### config.mk
export PLATFORM = sky130hd
export DESIGN_NAME = charger_limit_threshold_regs
export DESIGN_NICKNAME = d
export VERILOG_FILES = /design/src/rtl/charger_limit_threshold_regs.v /design/src/rtl/throttle_alert_timer.v
export VERILOG_INCLUDE_DIRS = /design/src /design/src/inc
export SDC_FILE = /design/constraint.sdc
export NUM_CORES = 1
export LEC_CHECK = 0
export ABC_CLOCK_PERIOD_IN_PS = 6400
export BUFFER_PORTS_ARGS = -buffer_cell sky130_fd_sc_hd__buf_2
export CAP_MARGIN = 40
export CORE_MARGIN = 8
export CORE_UTILIZATION = 59
export DETAILED_ROUTE_END_ITERATION = 10
export GPL_TIMING_DRIVEN = 0
export HOLD_SLACK_MARGIN = 0.06
export PLACE_DENSITY = 0.87
export SYNTH_ARGS = -nofsm -noshare
export SYNTH_HDL_FRONTEND = slang
export SYNTH_HIERARCHICAL = 1
export SYNTH_SLANG_ARGS = --single-unit
### constraint.sdc
create_clock -name clock -period 6.4 [get_ports clock]
set_input_delay 0.32 -clock clock [delete_from_list [all_inputs] [get_ports clock]]
set_output_delay 0.32 -clock clock [all_outputs]
set_load 0.02 [all_outputs]
### src/inc/charger_limit_threshold_defs.vh
// constants for the charger limit and threshold register bank
`ifndef CHARGER_LIMIT_THRESHOLD_DEFS_VH
`define CHARGER_LIMIT_THRESHOLD_DEFS_VH

// ----------------------------------------------------------------
// command codes
// ----------------------------------------------------------------
`define CMD_UPPER_VOLTAGE      8'h15
`define CMD_TWO_LEVEL_DURATION 8'h38
`define CMD_LOWER_VOLTAGE      8'h3E
`define CMD_ADAPTER_OC         8'h47
`define CMD_DISCHARGE_OC       8'h48

// ----------------------------------------------------------------
// field positions and masks
// ----------------------------------------------------------------
`define FIRST_DUR_MSB     2
`define FIRST_DUR_LSB     0
`define SECOND_DUR_MSB    10
`define SECOND_DUR_LSB    8
`define DURATION_MASK     16'h0707
`define VOLT_MSB          13
`define VOLT_LSB          3
`define ADAPTER_OC_MSB    12
`define ADAPTER_OC_LSB    7
`define DISCHARGE_OC_MSB  13
`define DISCHARGE_OC_LSB  8

// ----------------------------------------------------------------
// clamp limits (field values)
// ----------------------------------------------------------------
`define VOLT_FIELD_MAX         11'h6C0
`define ADAPTER_OC_FIELD_MAX   6'h32
`define DISCHARGE_OC_FIELD_MAX 6'h32

// ----------------------------------------------------------------
// reset values
// ----------------------------------------------------------------
`define RST_DURATION      16'h0000
`define RST_UPPER_VOLTAGE 16'h0000
`define RST_LOWER_VOLTAGE 16'h0000
`define RST_ADAPTER_OC    16'h0C00
`define RST_DISCHARGE_OC  16'h1000

// ----------------------------------------------------------------
// duration selections in microseconds
// ----------------------------------------------------------------
`define FIRST_DUR_US_0    16'h2710
`define FIRST_DUR_US_1    16'h4E20
`define FIRST_DUR_US_2    16'h3A98
`define FIRST_DUR_US_3    16'h1388
`define FIRST_DUR_US_4    16'h03E8
`define FIRST_DUR_US_5    16'h01F4
`define FIRST_DUR_US_6    16'h0064
`define FIRST_DUR_US_7    16'h0000
`define SECOND_DUR_US_0   16'h000A
`define SECOND_DUR_US_1   16'h0064
`define SECOND_DUR_US_2   16'h01F4
`define SECOND_DUR_US_3   16'h03E8
`define SECOND_DUR_US_4   16'h012C
`define SECOND_DUR_US_5   16'h02EE
`define SECOND_DUR_US_6   16'h07D0
`define SECOND_DUR_US_7   16'h2710

// ----------------------------------------------------------------
// alert debounce and hold selections in microseconds
// ----------------------------------------------------------------
`define DEBOUNCE_US_0     16'h0007
`define DEBOUNCE_US_1     16'h0064
`define DEBOUNCE_US_2     16'h01F4
`define DEBOUNCE_US_3     16'h03E8
`define HOLD_US_0         16'h000A
`define HOLD_US_1         16'h0014
`define HOLD_US_2         16'h0032
`define HOLD_US_3         16'h0064
`define HOLD_US_4         16'h00C8
`define HOLD_US_5         16'h01F4
`define HOLD_US_6         16'h03E8
`define HOLD_US_7         16'h07D0

// ----------------------------------------------------------------
// low power discharge thresholds in milliamps
// ----------------------------------------------------------------
`define LP_DISCHARGE_MA_0 16'h0800
`define LP_DISCHARGE_MA_1 16'h1000
`define LP_DISCHARGE_MA_2 16'h1800
`define LP_DISCHARGE_MA_3 16'h2000

// ----------------------------------------------------------------
// timing
// ----------------------------------------------------------------
`define CLK_PERIOD_NS     8
`define NS_PER_US         1000
`define CYCLES_PER_US     (`NS_PER_US / `CLK_PERIOD_NS)

`endif

### src/rtl/charger_limit_threshold_regs.v
// charger duration, voltage set point and overcurrent threshold registers
`timescale 1ns/100ps
`include "charger_limit_threshold_defs.vh"

module charger_limit_threshold_regs
#(
    parameter TICK_CYCLES = `CYCLES_PER_US
)
(
    clock,
    rst_n,
    wrStrobe,
    rdStrobe,
    cmdCode,
    wrData,
    rdData,
    rdValid,
    debounceSel,
    holdSel,
    lowPowerThreshSel,
    platformPowerMonitorEn,
    adapterPresent,
    batteryPresent,
    charging,
    lowPowerMode,
    learnRequest,
    adapterCurrentMa,
    dischargeCurrentMa,
    batteryVoltageMv,
    firstLevelDurationUs,
    secondLevelDurationUs,
    chargeVoltageLimitMv,
    systemTargetMv,
    trickleMode,
    learnMode,
    refActive,
    throttleAlertOut,
    throttleAlertOe_n
);
    input  wire        clock;
    input  wire        rst_n;
    input  wire        wrStrobe;
    input  wire        rdStrobe;
    input  wire [7:0]  cmdCode;
    input  wire [15:0] wrData;
    output reg  [15:0] rdData;
    output reg         rdValid;
    input  wire [1:0]  debounceSel;
    input  wire [2:0]  holdSel;
    input  wire [1:0]  lowPowerThreshSel;
    input  wire        platformPowerMonitorEn;
    input  wire        adapterPresent;
    input  wire        batteryPresent;
    input  wire        charging;
    input  wire        lowPowerMode;
    input  wire        learnRequest;
    input  wire [15:0] adapterCurrentMa;
    input  wire [15:0] dischargeCurrentMa;
    input  wire [15:0] batteryVoltageMv;
    output reg  [15:0] firstLevelDurationUs;
    output reg  [15:0] secondLevelDurationUs;
    output reg  [15:0] chargeVoltageLimitMv;
    output reg  [15:0] systemTargetMv;
    output reg         trickleMode;
    output reg         learnMode;
    output reg         refActive;
    output reg         throttleAlertOut;
    output reg         throttleAlertOe_n;

    // ----------------------------------------------------------------
    // reset release
    // ----------------------------------------------------------------
    reg rstMeta_r;
    reg rstSync_r;

    always @(posedge clock or negedge rst_n)
    begin
        if (!rst_n)
        begin
            rstMeta_r <= 1'b0;
            rstSync_r <= 1'b0;
        end
        else
        begin
            rstMeta_r <= 1'b1;
            rstSync_r <= rstMeta_r;
        end
    end

    // ----------------------------------------------------------------
    // write conditioning
    // ----------------------------------------------------------------
    wire [10:0] voltField  = wrData[`VOLT_MSB:`VOLT_LSB];
    wire [5:0]  adaptField = wrData[`ADAPTER_OC_MSB:`ADAPTER_OC_LSB];
    wire [5:0]  dischField = wrData[`DISCHARGE_OC_MSB:`DISCHARGE_OC_LSB];

    // clamp in field units so the stored word is always a legal setting
    wire [10:0] voltClamp  = (voltField > `VOLT_FIELD_MAX) ? `VOLT_FIELD_MAX : voltField;
    wire [5:0]  adaptClamp = (adaptField > `ADAPTER_OC_FIELD_MAX) ? `ADAPTER_OC_FIELD_MAX : adaptField;
    wire [5:0]  dischClamp = (dischField > `DISCHARGE_OC_FIELD_MAX) ? `DISCHARGE_OC_FIELD_MAX : dischField;

    wire [15:0] voltWord  = {2'h0, voltClamp, 3'h0};
    wire [15:0] adaptWord = {3'h0, adaptClamp, 7'h00};
    wire [15:0] dischWord = {2'h0, dischClamp, 8'h00};

    // ----------------------------------------------------------------
    // registers
    // ----------------------------------------------------------------
    reg [15:0] duration_r;
    reg [15:0] upperVoltage_r;
    reg [15:0] lowerVoltage_r;
    reg [15:0] adapterOc_r;
    reg [15:0] dischargeOc_r;

    always @(posedge clock or negedge rstSync_r)
    begin
        if (!rstSync_r)
        begin
            duration_r     <= `RST_DURATION;
            upperVoltage_r <= `RST_UPPER_VOLTAGE;
            lowerVoltage_r <= `RST_LOWER_VOLTAGE;
            adapterOc_r    <= `RST_ADAPTER_OC;
            dischargeOc_r  <= `RST_DISCHARGE_OC;
        end
        else if (wrStrobe)
        begin
            case (cmdCode)
                `CMD_TWO_LEVEL_DURATION: duration_r     <= wrData & `DURATION_MASK;
                `CMD_UPPER_VOLTAGE:      upperVoltage_r <= voltWord;
                `CMD_LOWER_VOLTAGE:      lowerVoltage_r <= voltWord;
                `CMD_ADAPTER_OC:         adapterOc_r    <= adaptWord;
                `CMD_DISCHARGE_OC:       dischargeOc_r  <= dischWord;
                default:                 duration_r     <= duration_r;
            endcase
        end
    end

    // ----------------------------------------------------------------
    // read back
    // ----------------------------------------------------------------
    reg [15:0] rdData_nxt;

    always @*
    begin
        case (cmdCode)
            `CMD_TWO_LEVEL_DURATION: rdData_nxt = duration_r;
            `CMD_UPPER_VOLTAGE:      rdData_nxt = upperVoltage_r;
            `CMD_LOWER_VOLTAGE:      rdData_nxt = lowerVoltage_r;
            `CMD_ADAPTER_OC:         rdData_nxt = adapterOc_r;
            `CMD_DISCHARGE_OC:       rdData_nxt = dischargeOc_r;
            default:                 rdData_nxt = 16'h0000;
        endcase
    end

    always @(posedge clock or negedge rstSync_r)
    begin
        if (!rstSync_r)
        begin
            rdData  <= 16'h0000;
            rdValid <= 1'b0;
        end
        else
        begin
            rdValid <= rdStrobe;
            if (rdStrobe)
                rdData <= rdData_nxt;
        end
    end

    // ----------------------------------------------------------------
    // duration decode
    // ----------------------------------------------------------------
    reg [15:0] firstUs_nxt;
    reg [15:0] secondUs_nxt;

    always @*
    begin
        case (duration_r[`FIRST_DUR_MSB:`FIRST_DUR_LSB])
            3'h0:    firstUs_nxt = `FIRST_DUR_US_0;
            3'h1:    firstUs_nxt = `FIRST_DUR_US_1;
            3'h2:    firstUs_nxt = `FIRST_DUR_US_2;
            3'h3:    firstUs_nxt = `FIRST_DUR_US_3;
            3'h4:    firstUs_nxt = `FIRST_DUR_US_4;
            3'h5:    firstUs_nxt = `FIRST_DUR_US_5;
            3'h6:    firstUs_nxt = `FIRST_DUR_US_6;
            default: firstUs_nxt = `FIRST_DUR_US_7;
        endcase
        case (duration_r[`SECOND_DUR_MSB:`SECOND_DUR_LSB])
            3'h0:    secondUs_nxt = `SECOND_DUR_US_0;
            3'h1:    secondUs_nxt = `SECOND_DUR_US_1;
            3'h2:    secondUs_nxt = `SECOND_DUR_US_2;
            3'h3:    secondUs_nxt = `SECOND_DUR_US_3;
            3'h4:    secondUs_nxt = `SECOND_DUR_US_4;
            3'h5:    secondUs_nxt = `SECOND_DUR_US_5;
            3'h6:    secondUs_nxt = `SECOND_DUR_US_6;
            default: secondUs_nxt = `SECOND_DUR_US_7;
        endcase
    end

    // ----------------------------------------------------------------
    // voltage targets and modes
    // ----------------------------------------------------------------
    // lower-than-upper ordering is left to software, nothing checks it
    wire belowLower = (batteryVoltageMv < lowerVoltage_r);
    wire trickle_nxt = batteryPresent & charging & belowLower;
    wire learn_nxt   = batteryPresent & learnRequest & ~belowLower;
    wire [15:0] target_nxt = trickle_nxt ? lowerVoltage_r : upperVoltage_r;

    // ----------------------------------------------------------------
    // alert thresholds
    // ----------------------------------------------------------------
    reg  [15:0] lpThreshMa;
    reg  [15:0] debounceUs;
    reg  [15:0] holdUs;

    always @*
    begin
        case (lowPowerThreshSel)
            2'h0:    lpThreshMa = `LP_DISCHARGE_MA_0;
            2'h1:    lpThreshMa = `LP_DISCHARGE_MA_1;
            2'h2:    lpThreshMa = `LP_DISCHARGE_MA_2;
            default: lpThreshMa = `LP_DISCHARGE_MA_3;
        endcase
        case (debounceSel)
            2'h0:    debounceUs = `DEBOUNCE_US_0;
            2'h1:    debounceUs = `DEBOUNCE_US_1;
            2'h2:    debounceUs = `DEBOUNCE_US_2;
            default: debounceUs = `DEBOUNCE_US_3;
        endcase
        case (holdSel)
            3'h0:    holdUs = `HOLD_US_0;
            3'h1:    holdUs = `HOLD_US_1;
            3'h2:    holdUs = `HOLD_US_2;
            3'h3:    holdUs = `HOLD_US_3;
            3'h4:    holdUs = `HOLD_US_4;
            3'h5:    holdUs = `HOLD_US_5;
            3'h6:    holdUs = `HOLD_US_6;
            default: holdUs = `HOLD_US_7;
        endcase
    end

    wire batteryOnly  = ~adapterPresent;
    wire refActive_nxt = adapterPresent | platformPowerMonitorEn;
    wire [15:0] dischThreshMa = (batteryOnly & lowPowerMode) ? lpThreshMa : dischargeOc_r;
    wire adapterOver  = adapterPresent & (adapterCurrentMa > adapterOc_r);
    wire dischOver    = refActive_nxt & (dischargeCurrentMa > dischThreshMa);

    // ----------------------------------------------------------------
    // microsecond tick
    // ----------------------------------------------------------------
    reg [15:0] tickCount_r;
    reg        tickUs_r;

    always @(posedge clock or negedge rstSync_r)
    begin
        if (!rstSync_r)
        begin
            tickCount_r <= 16'h0000;
            tickUs_r    <= 1'b0;
        end
        else if (tickCount_r >= TICK_CYCLES[15:0] - 16'h0001)
        begin
            tickCount_r <= 16'h0000;
            tickUs_r    <= 1'b1;
        end
        else
        begin
            tickCount_r <= tickCount_r + 16'h0001;
            tickUs_r    <= 1'b0;
        end
    end

    // one timer serves both causes, so they share debounce and hold
    wire alertRaw;

    throttle_alert_timer alertTimer
    (
        .clock      (clock),
        .rstSync_n  (rstSync_r),
        .tickUs     (tickUs_r),
        .overLimit  (adapterOver | dischOver),
        .debounceUs (debounceUs),
        .holdUs     (holdUs),
        .alert      (alertRaw)
    );

    // ----------------------------------------------------------------
    // registered outputs
    // ----------------------------------------------------------------
    always @(posedge clock or negedge rstSync_r)
    begin
        if (!rstSync_r)
        begin
            firstLevelDurationUs  <= `FIRST_DUR_US_0;
            secondLevelDurationUs <= `SECOND_DUR_US_0;
            chargeVoltageLimitMv  <= `RST_UPPER_VOLTAGE;
            systemTargetMv        <= `RST_UPPER_VOLTAGE;
            trickleMode           <= 1'b0;
            learnMode             <= 1'b0;
            refActive             <= 1'b0;
            throttleAlertOut      <= 1'b0;
            throttleAlertOe_n     <= 1'b1;
        end
        else
        begin
            firstLevelDurationUs  <= firstUs_nxt;
            secondLevelDurationUs <= secondUs_nxt;
            chargeVoltageLimitMv  <= upperVoltage_r;
            systemTargetMv        <= target_nxt;
            trickleMode           <= trickle_nxt;
            learnMode             <= learn_nxt;
            refActive             <= refActive_nxt;
            throttleAlertOut      <= 1'b0;
            // open drain: pulled low only while the alert stands
            throttleAlertOe_n     <= ~alertRaw;
        end
    end

endmodule

### src/rtl/throttle_alert_timer.v
// debounce and minimum hold timer for the throttle alert
`timescale 1ns/100ps

module throttle_alert_timer
(
    clock,
    rstSync_n,
    tickUs,
    overLimit,
    debounceUs,
    holdUs,
    alert
);
    input  wire        clock;
    input  wire        rstSync_n;
    input  wire        tickUs;
    input  wire        overLimit;
    input  wire [15:0] debounceUs;
    input  wire [15:0] holdUs;
    output reg         alert;

    // ----------------------------------------------------------------
    // states
    // ----------------------------------------------------------------
    localparam [1:0] ST_IDLE     = 2'h0;
    localparam [1:0] ST_DEBOUNCE = 2'h1;
    localparam [1:0] ST_HOLD     = 2'h2;

    reg [1:0]  state_r;
    reg [1:0]  state_nxt;
    reg [15:0] count_r;
    reg [15:0] count_nxt;

    always @*
    begin
        state_nxt = state_r;
        count_nxt = count_r;
        case (state_r)
            ST_IDLE:
            begin
                count_nxt = 16'h0000;
                if (overLimit)
                    state_nxt = (debounceUs == 16'h0000) ? ST_HOLD : ST_DEBOUNCE;
            end
            ST_DEBOUNCE:
            begin
                // a dip below the limit restarts the debounce
                if (!overLimit)
                    state_nxt = ST_IDLE;
                else if (count_r >= debounceUs)
                begin
                    state_nxt = ST_HOLD;
                    count_nxt = 16'h0000;
                end
                else if (tickUs)
                    count_nxt = count_r + 16'h0001;
            end
            ST_HOLD:
            begin
                // released only once the hold has run out and the cause is gone
                if (count_r >= holdUs)
                begin
                    if (!overLimit)
                        state_nxt = ST_IDLE;
                end
                else if (tickUs)
                    count_nxt = count_r + 16'h0001;
            end
            default:
            begin
                state_nxt = ST_IDLE;
                count_nxt = 16'h0000;
            end
        endcase
    end

    always @(posedge clock or negedge rstSync_n)
    begin
        if (!rstSync_n)
        begin
            state_r <= ST_IDLE;
            count_r <= 16'h0000;
            alert   <= 1'b0;
        end
        else
        begin
            state_r <= state_nxt;
            count_r <= count_nxt;
            alert   <= (state_nxt == ST_HOLD);
        end
    end

endmodule

==> results.tsv <==
metric	value	unit
status	completed	
met1 Use GR	27.51	%
Clock transition at path regs	0.06	ns
dpl ws	2.858	ns
max_slew headroom	55.06	%
Cell variety after synth	80	
period utilization	50.06	%
Max H-tree Level	4	
Syn-to-layout area delta	23.88	%
syn_area_per_cell	10.08	µm²
RSZ-0062 raised after global routing	no	
vias in the first global route	6466	
GR peak layer	met2	
Die H	130.6	µm
EDFF count, synth	0	
via count	6467	
Worst-Margin Slew	0.6572	ns
final hold violations	0	
CP required	6.73	ns
cells after synthesis	768	
die area	17050	µm²
cell row count	42	
post-synth top area share	42.65	%
sequential-to-total area share from yosys stat	46.38	%
CP dominant cell by count	clkbuf_1	
Synthesis Warnings	6	
# Post-CTS Setup Buffers	0	
Die Wd	130.6	µm
final wirelength	19.55	mm
Root Buffer	clkbuf_16	
largest net degree at the start of global routing	55	
Starting DRT DRC Count	506	
Crit. Startpoint	adapterPresent	
worst-path fanout max	10	
PwrDens	273.7	nW/µm²
Main synth FF type	dfrtp_1	
met2 usage	40.19	%
hold_buf cts	2	
Final Setup Violations	0	
dominant cells by area after synthesis	dfrtp_1 (43%), ha_1 (10%), nand2_1 (4.1%)	
first-pass GRT wire length	31.29	mm
M3 GR Usage	6.778	%
TNS Setup	0	ns
Final Slew Violations	0	
initial antenna violation count	0	
Initial Utilization	59.43	%
GR Overflow Total	0	
largest area contributor in the netlist	dfrtp_1	
crit-path cells	buf_2, nand2b_1, clkbuf_1, mux2i_1, ha_1, a2111oi_0, nand3_1, o2111a_1, a21o_1, o22ai_2, clkbuf_1, a2bb2oi_1, o31ai_2	
worst hold slack	0.1072	ns
cts bufs inserted	17	
wire length per cell	16.69	µm
DRC viols	0	
synthesized area	7745	µm²
Port-buffer cells	144	
CP max stage delay	0.61	ns
CTS tree	done	
CTS Buffer Depth	2	
Top-Level Pins	175	
diode count	0	
Highest Clock Rate	0.3121	GHz
first drt pass iteration count	6	
min-delay src	platformPowerMonitorEn	
crit start category	primary input	
flop and latch count out of synthesis	143	
layout cells sized above 1	25.23	%
Clk Latency, worst-skew pair	0.42	ns
total leakage power	0.004808	µW
Arr. time, crit path	3.53	ns
Core Box Area	13030	µm²
gr usage total	23.64	%
Tmin final	3.204	ns
Post-DRT Antenna Nets	0	
Final nets	1135	
Reg-to-Reg Start	dischargeOc_r[12]$_DFFE_PN1P_	
Worst VDD drop	0.0002441	V
CP Class	in2reg	
Via-to-Cell Ratio	5.523	
DP HPWL	14.46	mm
CP Capture Type	register	
post-CTS sizing	0	
post-route worst setup slack	3.196	ns
HP Class	in2reg	
GPL Wtd Cong	0.8780	
CTS Sinks	143	
skew final	0.01319	ns
ys async rst share	100.0	%
Max Cap Viol	0	
Worst path slowest cell	a2111oi_0	
## state kept, by name, indices dropped and copies added (netlist names), 2 cells and up
register,cells
adapterOc_r,6
alertTimer/count_r,16
alertTimer/state_r,2
chargeVoltageLimitMv,11
dischargeOc_r,6
duration_r,6
firstLevelDurationUs,13
lowerVoltage_r,11
rdData,14
secondLevelDurationUs,11
systemTargetMv,11
tickCount_r,16
upperVoltage_r,11
## per-stage QoR
stage,total power (µW),utilization (%),instances,area (µm²)
2_1_floorplan,1393,-,815,7921
3_3_place_gp,1521,68.00,1135,8862
3_5_place_dp,1542,68.45,1137,8921
4_1_cts,2630,73.62,1171,9594
5_1_grt,2731,73.62,1171,9594
6_report,2626,73.62,1171,9594
## area by class of cell
cell class                 instances  area [µm²]
multi-input combinational        550        3766
tap                              176       220.2
fill                             940        3438
buffer                            47       281.5
clock inverter                    13       210.2
clock buffer                      19       442.9
sequential                       143        3596
timing repair buffer             148       795.8
inverter                          75       281.5
## worst paths after layout
kind	end	slack, ns	depth (start not counted)
min in group asynchronous	rstSync_r$_DFF_PN0_	0.22	2
hold / removal	refActive$_DFF_PN0_	0.11	2
setup reg to reg	alertTimer/count_r[8]$_DFFE_PN0P_	3.21	10
max in group asynchronous	secondLevelDurationUs[1]$_DFF_PN1_	5.15	2
hold reg to reg	firstLevelDurationUs[5]$_DFF_PN0_	0.29	0
setup / recovery	alertTimer/count_r[8]$_DFFE_PN0P_	3.20	13
## Yosys cell counts (8+ instances only)
master	instances
dfrtp_1	132
nand2_1	84
inv_1	74
ha_1	64
nor2_1	45
a21oi_1	29
o21ai_1	25
buf_4	22
mux2_1	20
o21ai_0	19
clkbuf_1	16
nand4_1	15
nand3_1	12
and2_1	11
dfstp_2	11
nor2b_1	11
nor3_1	11
a2bb2oi_1	10
nor4_1	9
o22ai_1	8
## routing by layer
metal  vias to the layer above  wire length (µm)  part of all wire, %
met5                         -                 0                    0
met4                         0               610                  3.1
met3                        56              1520                  7.8
met2                       271              9736                   50
met1                      3081              7680                   39
li1                       3059                 -                    -
## where the power goes
group          internal (µW)  total (µW)  switching, µW  leakage [µW]
clock network            704        1090            382      0.000314
logic                    228         536            308       0.00261
registers                961        1000           43.0       0.00189
total                   1890        2630            733       0.00481
## worst max-delay path: cells and delay by family
kind	cells	cell delay, ns
and+or+nand+nor	2	0.27
adders and majority gates	1	0.26
buffers and inverters	3	0.87
AOI/OAI and AO/OA	6	1.57
muxes	1	0.24
## cell usage in the layout, fill, tap and decap left out, drive strengths merged, types with 11 or more instances in the layout
master,n
a21oi,29
and2,11
buf,177
clkbuf,35
conb,49
dfrtp,132
dfstp,11
ha,64
inv,77
mux2,25
nand2,85
nand3,12
nand4,16
nor2,45
nor2b,11
nor3,11
o21ai,45
## cells by family (layout without fill, tap and decap cells)
family	Yosys count	after routing	synth area share [%]
AO/OA/AOI/OAI	160	160	14.72
XOR/XNOR	12	12	1.357
adder cells (fa/ha/maj)	64	64	10.34
buffers and inverters	122	302	7.270
flip-flops	143	143	46.38
multiplexers	28	28	4.023
other	2	49	0.09697
AND/OR/NAND/NOR	237	237	15.82
(Power assumes the default switching activity.)
